--- config.mk ---
export PLATFORM = sky130hd
export DESIGN_NAME = mtt_timer
export DESIGN_NICKNAME = d
export VERILOG_FILES = /design/src/mtt_pkg.sv /design/src/mtt_timer.sv
export SDC_FILE = /design/constraint.sdc
export NUM_CORES = 1
export LEC_CHECK = 0
export BUFFER_PORTS_ARGS = -buffer_cell sky130_fd_sc_hd__buf_4
export CAP_MARGIN = 10
export CELL_PAD_IN_SITES_DETAIL_PLACEMENT = 1
export CELL_PAD_IN_SITES_GLOBAL_PLACEMENT = 1
export CORE_MARGIN = 1.5
export CORE_UTILIZATION = 35
export CTS_BUF_LIST = sky130_fd_sc_hd__clkbuf_4
export DETAILED_ROUTE_END_ITERATION = 8
export GPL_TIMING_DRIVEN = 0
export PLACE_DENSITY_LB_ADDON = 0.1
export SLEW_MARGIN = 5
export SYNTH_ARGS = -nofsm -noshare
export SYNTH_HDL_FRONTEND = slang
export SYNTH_SLANG_ARGS = --single-unit
--- constraint.sdc ---
create_clock -name clk -period 5.08 [get_ports clk]
set_input_delay 1.016 -clock clk [delete_from_list [all_inputs] [get_ports clk]]
set_output_delay 1.016 -clock clk [all_outputs]
set_load 0.005 [all_outputs]
--- src/mtt_pkg.sv ---
// Constants, register map and types for the MAC timekeeping timer
//
// Overview of operation
// - After reset the timer is idle and halted until software requests running.
// - Run bit set starts timer now, or at slow clock edge in sync mode.
// - Run bit cleared stops timer now, or at slow clock edge in sync mode.
// - 16-bit counter adds one per clock while running; read at select 000.
// - Timer low byte read latches high byte; software reads low byte first.
// - While idle software loads the counter at select 000, low byte first.
// - Counter at period wraps to zero, sets wrap flag; interrupt if masked in.
// - Counter write while running freezes counter and loads delta down-counter.
// - Delta counter decrements per clock, then rests at zero until rewritten.
// - Counter equal to compare 1 or 2 sets its flag; interrupt if masked in.
// - Each timer wrap adds one to 24-bit overflow counter; read at select 000.
// - Latch mode 1: timer low read latches timer high and whole overflow count.
// - Latch mode 0: overflow low read latches the two upper overflow bytes.
// - Overflow update needs three bytes low first; high byte write applies it.
// - Overflow counter at its period resets to zero, sets flag, masked interrupt.
// - Overflow compares at selects 011 and 100 set own flags on equality.
// - Start-of-frame rising edge captures timer and overflow; read at select 001.
// - Optional long compare n pairs timer and overflow compare n, sets flag.
// - Flags set only by hardware, cleared only by software; masks gate request.
// - Sync stop runs until slow edge, halts, stores sleep value, status drops.
package mtt_pkg;
    // APB geometry
    localparam int MTT_AW = 8;
    localparam int MTT_DW = 32;
    localparam int MTT_BW = 8;
    // Register byte addresses
    localparam logic [7:0] MTT_OFF_CTRL = 8'h00;
    localparam logic [7:0] MTT_OFF_SEL = 8'h04;
    localparam logic [7:0] MTT_OFF_TLO = 8'h08;
    localparam logic [7:0] MTT_OFF_THI = 8'h0C;
    localparam logic [7:0] MTT_OFF_OLO = 8'h10;
    localparam logic [7:0] MTT_OFF_OMID = 8'h14;
    localparam logic [7:0] MTT_OFF_OHI = 8'h18;
    localparam logic [7:0] MTT_OFF_FLAG = 8'h1C;
    localparam logic [7:0] MTT_OFF_MASK = 8'h20;
    // Control register bits
    localparam int MTT_CTRL_RUN = 0;
    localparam int MTT_CTRL_SYNC = 1;
    localparam int MTT_CTRL_LMODE = 2;
    localparam int MTT_CTRL_STAT = 3;
    localparam int MTT_CTRL_LONG = 4;
    // Select register fields
    localparam int MTT_TSEL_LSB = 0;
    localparam int MTT_OSEL_LSB = 4;
    localparam logic [2:0] MTT_SEL_CNT = 3'h0;
    localparam logic [2:0] MTT_SEL_CAP = 3'h1;
    localparam logic [2:0] MTT_SEL_PER = 3'h2;
    localparam logic [2:0] MTT_SEL_CMP1 = 3'h3;
    localparam logic [2:0] MTT_SEL_CMP2 = 3'h4;
    // Event flag and mask bit positions
    localparam int MTT_FL_WRAP = 0;
    localparam int MTT_FL_M1 = 1;
    localparam int MTT_FL_M2 = 2;
    localparam int MTT_FL_OWRAP = 3;
    localparam int MTT_FL_OM1 = 4;
    localparam int MTT_FL_OM2 = 5;
    localparam int MTT_FL_L1 = 6;
    localparam int MTT_FL_L2 = 7;
    // Reset values and unit steps of counters and settings
    localparam logic [15:0] MTT_RST16 = 16'h0000;
    localparam logic [23:0] MTT_RST24 = 24'h000000;
    localparam logic [15:0] MTT_ONE16 = 16'h0001;
    localparam logic [23:0] MTT_ONE24 = 24'h000001;

    typedef enum logic [1:0] {
        MTT_IDLE = 2'b00,
        MTT_START = 2'b01,
        MTT_RUN = 2'b10,
        MTT_STOP = 2'b11
    } mtt_state_t;

    typedef struct packed {
        mtt_state_t st;
        logic run;
        logic sync;
        logic lmode;
        logic lcmp;
        logic [2:0] tsel;
        logic [2:0] osel;
        logic [15:0] tim;
        logic [15:0] cap;
        logic [15:0] per;
        logic [15:0] cmp1;
        logic [15:0] cmp2;
        logic [15:0] delta;
        logic [7:0] tstage;
        logic [7:0] thi;
        logic [23:0] ovf;
        logic [23:0] ocap;
        logic [23:0] oper;
        logic [23:0] ocmp1;
        logic [23:0] ocmp2;
        logic [23:0] olat;
        logic [15:0] ostage;
        logic [7:0] flags;
        logic [7:0] mask;
        logic [23:0] sleep;
        logic slow1;
        logic slow2;
        logic slow3;
        logic sfd1;
        logic sfd2;
        logic sfd3;
        logic rd_done;
        logic [7:0] rdata;
    } mtt_regs_t;
endpackage

--- src/mtt_timer.sv ---
// MAC timekeeping timer with APB byte registers
module mtt_timer
    import mtt_pkg::*;
(
    // Clock and reset
    input wire logic clk,
    input wire logic nrst,
    // APB slave
    input wire logic psel,
    input wire logic penable,
    input wire logic pwrite,
    input wire logic [MTT_AW-1:0] paddr,
    input wire logic [MTT_DW-1:0] pwdata,
    output logic [MTT_DW-1:0] prdata,
    output logic pready,
    output logic pslverr,
    // Pins from outside the clock domain
    input wire logic slow_clk,
    input wire logic sfd,
    // Sleep timer value, same clock domain
    input wire logic [23:0] sleep_value,
    // Status outputs
    output logic running_status_indicator,
    output logic [23:0] stored_sleep_value,
    output logic irq
);
    mtt_regs_t r;
    mtt_regs_t n;
    logic acc;
    logic wr;
    logic rd;
    logic mapped;
    logic counting;
    logic step;
    logic otick;
    logic slow_edge;
    logic sfd_rise;
    logic [15:0] tn;
    logic [23:0] ovn;
    logic [7:0] set;
    logic [7:0] clr;
    logic [15:0] tsrc;
    logic [23:0] osrc;
    logic [7:0] wb;

    // Address decode, only word-aligned known offsets answer
    always_comb begin
        unique case (paddr)
            MTT_OFF_CTRL, MTT_OFF_SEL, MTT_OFF_TLO, MTT_OFF_THI,
            MTT_OFF_OLO, MTT_OFF_OMID, MTT_OFF_OHI, MTT_OFF_FLAG,
            MTT_OFF_MASK: mapped = 1'b1;
            default: mapped = 1'b0;
        endcase
    end

    // Reads need one extra access cycle so read data comes from a flop
    assign acc = psel & penable;
    assign pready = acc & (pwrite | r.rd_done);
    assign pslverr = pready & ~mapped;
    assign prdata = {{(MTT_DW-MTT_BW){1'b0}}, r.rdata};
    assign wr = acc & pwrite;
    assign rd = acc & ~pwrite & ~r.rd_done;
    assign wb = pwdata[MTT_BW-1:0];

    // Status and interrupt request straight from stored state
    assign counting = (r.st == MTT_RUN) || (r.st == MTT_STOP);
    assign running_status_indicator = counting;
    assign stored_sleep_value = r.sleep;
    assign irq = |(r.flags & r.mask);

    // Edge taken between second and third stage; first stage only feeds the second
    assign slow_edge = r.slow2 & ~r.slow3;
    assign sfd_rise = r.sfd2 & ~r.sfd3;

    // Source of multiplexed timer and overflow reads
    always_comb begin
        unique case (r.tsel)
            MTT_SEL_CAP: tsrc = r.cap;
            MTT_SEL_PER: tsrc = r.per;
            MTT_SEL_CMP1: tsrc = r.cmp1;
            MTT_SEL_CMP2: tsrc = r.cmp2;
            default: tsrc = r.tim;
        endcase
        unique case (r.osel)
            MTT_SEL_CAP: osrc = r.ocap;
            MTT_SEL_PER: osrc = r.oper;
            MTT_SEL_CMP1: osrc = r.ocmp1;
            MTT_SEL_CMP2: osrc = r.ocmp2;
            default: osrc = r.ovf;
        endcase
    end

    // Next-state logic for the whole block
    always_comb begin
        n = r;
        step = 1'b0;
        otick = 1'b0;
        tn = r.tim;
        ovn = r.ovf;
        set = '0;
        clr = '0;
        n.slow1 = slow_clk;
        n.slow2 = r.slow1;
        n.slow3 = r.slow2;
        n.sfd1 = sfd;
        n.sfd2 = r.sfd1;
        n.sfd3 = r.sfd2;
        n.rd_done = acc & ~pwrite & ~r.rd_done;

        // Delta holds the counter frozen until it drains
        if (counting) begin
            if (r.delta != MTT_RST16) begin
                n.delta = r.delta - MTT_ONE16;
            end else begin
                step = 1'b1;
            end
        end
        if (step) begin
            if (r.tim == r.per) begin
                tn = MTT_RST16;
                set[MTT_FL_WRAP] = 1'b1;
                otick = 1'b1;
            end else begin
                tn = r.tim + MTT_ONE16;
            end
            if (tn == r.cmp1) begin
                set[MTT_FL_M1] = 1'b1;
            end
            if (tn == r.cmp2) begin
                set[MTT_FL_M2] = 1'b1;
            end
        end
        if (otick) begin
            if (r.ovf == r.oper) begin
                ovn = MTT_RST24;
                set[MTT_FL_OWRAP] = 1'b1;
            end else begin
                ovn = r.ovf + MTT_ONE24;
            end
            if (ovn == r.ocmp1) begin
                set[MTT_FL_OM1] = 1'b1;
            end
            if (ovn == r.ocmp2) begin
                set[MTT_FL_OM2] = 1'b1;
            end
        end
        // Long compare looks at the combined 40-bit time
        if (step && r.lcmp) begin
            if ({ovn, tn} == {r.ocmp1, r.cmp1}) begin
                set[MTT_FL_L1] = 1'b1;
            end
            if ({ovn, tn} == {r.ocmp2, r.cmp2}) begin
                set[MTT_FL_L2] = 1'b1;
            end
        end
        n.tim = tn;
        n.ovf = ovn;

        // Capture on start-of-frame, pre-increment values
        if (sfd_rise) begin
            n.cap = r.tim;
            n.ocap = r.ovf;
        end

        // Register writes win over counting in the same cycle
        if (wr) begin
            unique case (paddr)
                MTT_OFF_CTRL: begin
                    n.run = wb[MTT_CTRL_RUN];
                    n.sync = wb[MTT_CTRL_SYNC];
                    n.lmode = wb[MTT_CTRL_LMODE];
                    n.lcmp = wb[MTT_CTRL_LONG];
                end
                MTT_OFF_SEL: begin
                    n.tsel = wb[MTT_TSEL_LSB+:3];
                    n.osel = wb[MTT_OSEL_LSB+:3];
                end
                MTT_OFF_TLO: n.tstage = wb;
                MTT_OFF_THI: begin
                    unique case (r.tsel)
                        MTT_SEL_CNT: begin
                            if (counting) begin
                                n.delta = {wb, r.tstage};
                            end else begin
                                n.tim = {wb, r.tstage};
                            end
                        end
                        MTT_SEL_PER: n.per = {wb, r.tstage};
                        MTT_SEL_CMP1: n.cmp1 = {wb, r.tstage};
                        MTT_SEL_CMP2: n.cmp2 = {wb, r.tstage};
                        default: begin
                        end
                    endcase
                end
                MTT_OFF_OLO: n.ostage[7:0] = wb;
                MTT_OFF_OMID: n.ostage[15:8] = wb;
                MTT_OFF_OHI: begin
                    unique case (r.osel)
                        MTT_SEL_CNT: n.ovf = {wb, r.ostage};
                        MTT_SEL_PER: n.oper = {wb, r.ostage};
                        MTT_SEL_CMP1: n.ocmp1 = {wb, r.ostage};
                        MTT_SEL_CMP2: n.ocmp2 = {wb, r.ostage};
                        default: begin
                        end
                    endcase
                end
                MTT_OFF_FLAG: clr = wb;
                MTT_OFF_MASK: n.mask = wb;
                default: begin
                end
            endcase
        end
        // Set beats a clear arriving in the same cycle
        n.flags = (r.flags & ~clr) | set;

        // Run and stop sequencing
        unique case (r.st)
            MTT_IDLE: begin
                if (n.run) begin
                    n.st = n.sync ? MTT_START : MTT_RUN;
                end
            end
            MTT_START: begin
                if (!n.run) begin
                    n.st = MTT_IDLE;
                end else if (slow_edge) begin
                    n.st = MTT_RUN;
                end
            end
            MTT_RUN: begin
                if (!n.run) begin
                    n.st = n.sync ? MTT_STOP : MTT_IDLE;
                end
            end
            MTT_STOP: begin
                if (n.run) begin
                    n.st = MTT_RUN;
                end else if (slow_edge) begin
                    n.st = MTT_IDLE;
                    n.sleep = sleep_value;
                end
            end
        endcase

        // Read data and the latching side effects of reads
        if (rd) begin
            n.rdata = '0;
            unique case (paddr)
                MTT_OFF_CTRL: begin
                    n.rdata[MTT_CTRL_RUN] = r.run;
                    n.rdata[MTT_CTRL_SYNC] = r.sync;
                    n.rdata[MTT_CTRL_LMODE] = r.lmode;
                    n.rdata[MTT_CTRL_STAT] = counting;
                    n.rdata[MTT_CTRL_LONG] = r.lcmp;
                end
                MTT_OFF_SEL: begin
                    n.rdata[MTT_TSEL_LSB+:3] = r.tsel;
                    n.rdata[MTT_OSEL_LSB+:3] = r.osel;
                end
                MTT_OFF_TLO: begin
                    n.rdata = tsrc[7:0];
                    if (r.tsel == MTT_SEL_CNT) begin
                        n.thi = r.tim[15:8];
                        if (r.lmode) begin
                            n.olat = r.ovf;
                        end
                    end
                end
                MTT_OFF_THI: begin
                    n.rdata = (r.tsel == MTT_SEL_CNT) ? r.thi : tsrc[15:8];
                end
                MTT_OFF_OLO: begin
                    n.rdata = osrc[7:0];
                    if (r.osel == MTT_SEL_CNT) begin
                        if (r.lmode) begin
                            n.rdata = r.olat[7:0];
                        end else begin
                            n.olat = r.ovf;
                        end
                    end
                end
                MTT_OFF_OMID: begin
                    n.rdata = (r.osel == MTT_SEL_CNT) ? r.olat[15:8]
                                                      : osrc[15:8];
                end
                MTT_OFF_OHI: begin
                    n.rdata = (r.osel == MTT_SEL_CNT) ? r.olat[23:16]
                                                      : osrc[23:16];
                end
                MTT_OFF_FLAG: n.rdata = r.flags;
                MTT_OFF_MASK: n.rdata = r.mask;
                default: n.rdata = '0;
            endcase
        end
    end

    // State register; all-zero is idle with counters cleared
    always_ff @(posedge clk) begin
        if (!nrst) begin
            r <= '0;
        end else begin
            r <= n;
        end
    end
endmodule

==> impl_metrics.csv, run 1 <==
group,metric,value,unit
outcome,status,"finished with violations",
outcome,violations,"design-rule violations",
timing,min_period,5.08,ns
timing,finalHoldViolCount,0,
worst_setup_path,worstSetupStartpointType,"flop",
cells_and_area,final_cell_mix,"nand2_1, dfxtp_1, a21boi_0",
timing,skew,0.0842,ns
global_routing,track_usage,0.377,
logic_synthesis,ys_ff_latch,339,
timing,fmax,197,MHz
clock_tree,post_cts_resize_count,0,
cells_and_area,fin_area,23900,um^2
pwr,power.total,5.65,mW
die,die_width,248,um
drt,totalWireLength,117000,um
clock_tree,numClockSinks,339,
place,port_buffers,79,
pwr,ir_drop,0.183,mV
worst_setup_path,cp-end-kind,"flop",
drt,drt-initial-drc-count,2188,
drt,wl_per_cell,30.7,um
place,post-place-ws,-0.118,ns
die,core,59100,um^2
timing,slew_headroom,0.0605,
die,io_pins,131,
pwr,p_per_area,236,nW/um^2
global_routing,grt_pass1_vias,22600,
logic_synthesis,yosys_most_used_dff,"dfxtp_1",
logic_synthesis,ys_async_sr_fraction,0,
timing,timing.hold.ws,0.334,ns
global_routing,grt_use_met1,0.528,
cells_and_area,syn2layout_area_growth,14.1,%
die,dieArea,61400,um^2
die,rows,89,
global_routing,met3_usage,0.0801,
die,die_h,248,um
place,place_area,22700,um^2
drt,vias_per_cell,6.05,
hold_path,hold_class,"in -> reg",
cells_and_area,final_layout_size_suffix_gt1_frac,0.117,
drt,drt-pass1-iter-count,8,
worst_setup_path,arrival,5.91,ns
clock_tree,holdBufCountCts,0,
cells_and_area,nets,3051,
worst_setup_path,critical_path_class,"reg -> reg",
drt,drc,12,
die,initial_core_util,0.355,
timing,slew_viol_final,0,
cells_and_area,layout.cells.most_common,"nand2_1",
timing,setup_viol_count_final,0,
clock_tree,clkTransAtPathRegs,0.07,ns
clock_tree,h-tree-depth,3,
timing,fin_crit_sh,0.999,
global_routing,grt_busiest_layer,"met2",
cells_and_area,final_cell_count_no_fill,3824,
clock_tree,ctsRootBufferMaster,"clkbuf_4",
worst_setup_path,worst_ep_required_time,5.91,ns
logic_synthesis,synthCells,2769,
drt,vias,23100,
drt,ant_nets,0,
place,routabilityCongestion,1.00,
timing,worst_slew_pin_slew,1.41,ns
global_routing,grt_max_degree,20,
pwr,leakagePower,8.56,nW
logic_synthesis,yosysWarningCount,0,
clock_tree,post_cts_buffers,0,
logic_synthesis,seq_area_frac_synth,0.324,
logic_synthesis,netlist_area,21000,um^2
global_routing,grt-ovfl-total,0,
place,dp_hpwl,90700,um
clock_tree,cts_buffers,102,
global_routing,antenna_found_initial,8,
logic_synthesis,syn_avg_cell_area,7.57,um^2
job,cap_violations,0,
clock_tree,insertion_delay,0.96,ns
logic_synthesis,synth_edf_count,0,
clock_tree,max-clock-path-buffers,3,
clock_tree,cts_tree,"done",
logic_synthesis,synth.distinct_cells,85,
place,place_inst,3648,
timing,setup_ws,0.00387,ns
timing,grt_setup_unrepaired,"no",
global_routing,grt_pass1_wl,164000,um
global_routing,grt_use_met2,0.551,
worst_setup_path,path_max_fanout,19,
-- sequential cells by signal, indices dropped and copies added (netlist names), named ones only --
name / cells
n: 4
prdata: 8
r: 288
stored_sleep_value: 24
-- final cells by class --
class	instances	area, um^2
diodes	4	10.0
plain buffers	283	1290
clock buffers	137	1030
clock inverters	37	219
fillers	7395	35200
inverters	38	143
multi-input cells	2129	12800
flip-flops and latches	339	6790
well taps	773	967
repair buffers	84	643
-- per-layer routing --
layer / wire (um) / vias to the layer above / share of wire
li1: - / 10100 / -
met2: 48500 / 1178 / 0.41
met4: 5360 / 8 / 0.046
met3: 11000 / 259 / 0.093
met1: 52300 / 11600 / 0.45
met5: 65 / - / 0.00055
-- synthesized netlist by cell type, drive strengths merged, types with 19 or more instances --
master	number	area share
o22ai	26	0.0078
mux2i	50	0.024
nor2b	46	0.014
nand4	40	0.012
clkbuf	203	0.036
nor2	137	0.026
inv	38	0.0068
a22oi	19	0.0068
o211a	22	0.011
nand3	71	0.017
o21ai	120	0.029
dfxtp	339	0.32
o32ai	21	0.0088
and3	27	0.0081
o211ai	23	0.0082
nor3	29	0.0069
nand2b	19	0.0057
a31oi	20	0.0060
xor2	99	0.041
a21boi	244	0.087
buf	83	0.026
o31ai	24	0.0088
and2	19	0.0057
nor4	26	0.0081
nand2	611	0.11
xnor2	85	0.036
a21oi	118	0.029
-- cells by family after synthesis --
logic type	share of synthesized area
compound gates	0.253
xor+xnor	0.0769
fa+ha+maj	0.00179
buf+inv	0.0690
flops	0.324
mux	0.0357
other cells	0.000179
simple gates	0.240
-- stage by stage --
step	utilization	setup TNS, ns
2_1_floorplan	-	0
3_3_place_gp	0.382	-0.484
3_5_place_dp	0.383	-0.231
4_1_cts	0.404	0
5_1_grt	0.405	0
6_report	0.405	0
-- worst paths after layout --
check                            start  endpoint  slack, ns  depth (start not counted)
worst min-delay path               sfd     n[10]       0.33                          2
worst min register to register   n[13]     n[12]       0.44                          1
worst max-delay path            r[196]     r[53]      0.004                         12
worst max register to register  r[196]     r[53]      0.004                         12
-- critical path: stages (launching register included) --
cell	delay, ns
dfxtp_1	0.86
xor2_1	0.16
nor4_1	0.57
nand4_1	0.25
nor2_1	0.32
buf_2	0.53
clkbuf_1	0.62
nor3_1	0.12
a311oi_1	0.26
o311ai_0	0.41
o22ai_1	0.49
nand2_1	0.11
o31ai_1	0.22
-- power breakdown --
group / internal [mW] / switching, mW / total [mW] / leakage (nW)
clock: 1.35 / 1.37 / 2.72 / 0.738
sequential: 2.66 / 0.00308 / 2.67 / 2.73
combinational: 0.0909 / 0.174 / 0.265 / 5.09
Note: power is estimated with default switching activity, not from simulation.
==> run 2: changes to the inputs <==
--- a/config.mk
+++ b/config.mk
@@ -15,6 +15,7 @@
 export DETAILED_ROUTE_END_ITERATION = 8
 export GPL_TIMING_DRIVEN = 0
 export PLACE_DENSITY_LB_ADDON = 0.1
+export REMOVE_ABC_BUFFERS = 1
 export SLEW_MARGIN = 5
 export SYNTH_ARGS = -nofsm -noshare
 export SYNTH_HDL_FRONTEND = slang
==> constraint.sdc (replaced) <==
create_clock -name clk -period 4.45 [get_ports clk]
set_input_delay 0.89 -clock clk [delete_from_list [all_inputs] [get_ports clk]]
set_output_delay 0.89 -clock clk [all_outputs]
set_load 0.005 [all_outputs]
==> run 2 against run 1 <==
The flow now finishes without violations. Count of clock-buffer cells in the layout is 13 higher. Sequential cell count unchanged. Maximum frequency is 18% higher. Cell area down 2.0%. Non-clock buffer count down 249. Cell count fell by 6.4%. Critical path depth down 1. Sequential share of layout area grew 0.72 points. Wire length shrank 15%. Power increased by 15%. Critical endpoint is now r[54]. Largest cell class unchanged.
==> impl_metrics.csv, run 2 (synthesis gave the netlist of run 1 again) <==
group,metric,value,unit
outcome,status,"complete, no violations",
clock_tree,cts_buffers,103,
timing,setup_viol_count_final,0,
die,rows,89,
die,io_pins,131,
worst_setup_path,max_stage_delay,0.59,ns
worst_setup_path,r2r-end,"r[54]",
timing,fin_crit_sh,0.968,
die,die_width,248,um
drt,vias_per_cell,5.99,
timing,timing.hold.ws,0.220,ns
drt,drt-initial-drc-count,1916,
die,initial_core_util,0.355,
pwr,p_per_area,277,nW/um^2
place,place_inst,3385,
drt,drt-pass1-iter-count,6,
drt,met3_length,7060,um
clock_tree,ctsRootBufferMaster,"clkbuf_4",
drt,wl_per_cell,27.8,um
clock_tree,clkTransAtPathRegs,0.07,ns
hold_path,hold_class,"in -> reg",
worst_setup_path,arrival,5.15,ns
clock_tree,holdBufCountCts,0,
timing,min_period,4.31,ns
worst_setup_path,worst_ep_required_time,5.29,ns
hold_path,holdPathEnd,"n[13]",
cells_and_area,final_layout_size_suffix_gt1_frac,0.136,
worst_setup_path,slowest_stage,"dfxtp_1",
cells_and_area,nets,2804,
job,cap_violations,0,
worst_setup_path,r2r_start,"r[192]",
drt,ant_nets,0,
drt,dr.max_layer_used,"met5",
global_routing,antenna_found_initial,4,
worst_setup_path,path_buf_inv,1,
clock_tree,numClockSinks,339,
place,post-place-ws,-0.893,ns
pwr,power.total,6.50,mW
timing,skew,0.0548,ns
worst_setup_path,cp_num_cells,11,
timing,slew_viol_final,0,
worst_setup_path,rrSetupSlack,0.14,ns
worst_setup_path,cp_top_family,"simple AND/OR/NAND/NOR gates",
timing,worst_slew_pin_slew,1.29,ns
pwr,leakagePower,8.31,nW
global_routing,grt_pass1_vias,21200,
drt,vias,21500,
clock_tree,insertion_delay,0.91,ns
drt,totalWireLength,99400,um
timing,fmax,232,MHz
worst_setup_path,worstSetupStartpointType,"flop",
drt,drc,0,
cells_and_area,final_cell_count_no_fill,3580,
timing,slew_headroom,0.127,
worst_setup_path,r2r_cells,11,
clock_tree,cts_tree,"done",
cells_and_area,layout.cells.most_common,"nand2_1",
clock_tree,h-tree-depth,3,
pwr,ir_drop,0.161,mV
hold_path,hold_depth,2,
die,dieArea,61400,um^2
cells_and_area,utilization,0.397,
timing,grt_setup_unrepaired,"no",
cells_and_area,largest_reg_flops,288,
die,die_h,248,um
worst_setup_path,path_max_fanout,37,
global_routing,grt_pass1_wl,144000,um
place,routabilityCongestion,0.961,
drt,wl_met1,43300,um
hold_path,min_from,"slow_clk",
cells_and_area,final_cell_mix,"nand2_1, dfxtp_1, a21boi_0",
worst_setup_path,cp_common_cell,"nor4_2",
die,core,59100,um^2
worst_setup_path,critical_path_class,"reg -> reg",
place,dp_hpwl,70100,um
timing,setup_ws,0.141,ns
drt,wl_met2,45300,um
place,port_buffers,82,
global_routing,grt_max_degree,134,
worst_setup_path,crit_chain,"xor2_1, nor4_2, nand3_1, nor2_4, buf_12, o31a_1, o22ai_1, a211o_1, nor4_2, and4_1, a31o_2",
worst_setup_path,cp-end-kind,"flop",
global_routing,grt-ovfl-total,0,
cells_and_area,syn2layout_area_growth,11.9,%
clock_tree,max-clock-path-buffers,3,
cells_and_area,largest-register,"r",
timing,finalHoldViolCount,0,
global_routing,track_usage,0.321,
## run 2: cell count changes in the layout (fill, tap and decap cells not counted), sizes merged
cell | before | now
clkbuf | 338 | 151
buf | 166 | 117
clkinv | 31 | 22
nor2 | 137 | 138
## run 2: per-stage QoR
step | TNS, ns | instance area, um^2
2_1_floorplan | 0 | 19800
4_1_cts | 0 | 23300
6_report | 0 | 23500
3_3_place_gp | -247.18 | 21300
3_5_place_dp | -21.13 | 21900
5_1_grt | 0 | 23500
## run 2: repair_timing
item                       CTS  global route
resized for setup           20            24
setup buffers                2             5
setup endpoints to repair    6             3
pin swaps                    1             5
gates cloned                 0             1
## run 2: report_power, final
| part | switching (mW) | internal [mW] |
|---|---|---|
| clock | 1.55 | 1.65 |
| sequential | 0.00612 | 3.04 |
| combinational | 0.158 | 0.0893 |
## run 2: per-layer routing
metal,up-vias,track usage
met5,-,0
met4,2,0.122
met3,213,0.0624
met2,804,0.513
met1,10800,0.425
li1,9632,-
## run 2: worst max path at each step
stage / slack, ns / to / start
after floorplan: 0.16 / r[53] / r[193]
after global placement: -2.83 / r[54] / r[208]
after detailed placement: -0.89 / r[53] / r[311]
after CTS: 0.01 / r[53] / flop
after global routing: 0.01 / r[54] / r[191]
final: 0.14 / r[54] / r[192]
## run 2: layout make-up
cell class,count,area [um^2]
Multi-Input combinational cell,2130,13000
Clock buffer,150,1130
Clock inverter,28,185
Sequential cell,339,6820
Inverter,38,143
Tap cell,773,967
Timing Repair Buffer,118,1190
Antenna cell,4,10.0
Fill cell,7213,35700
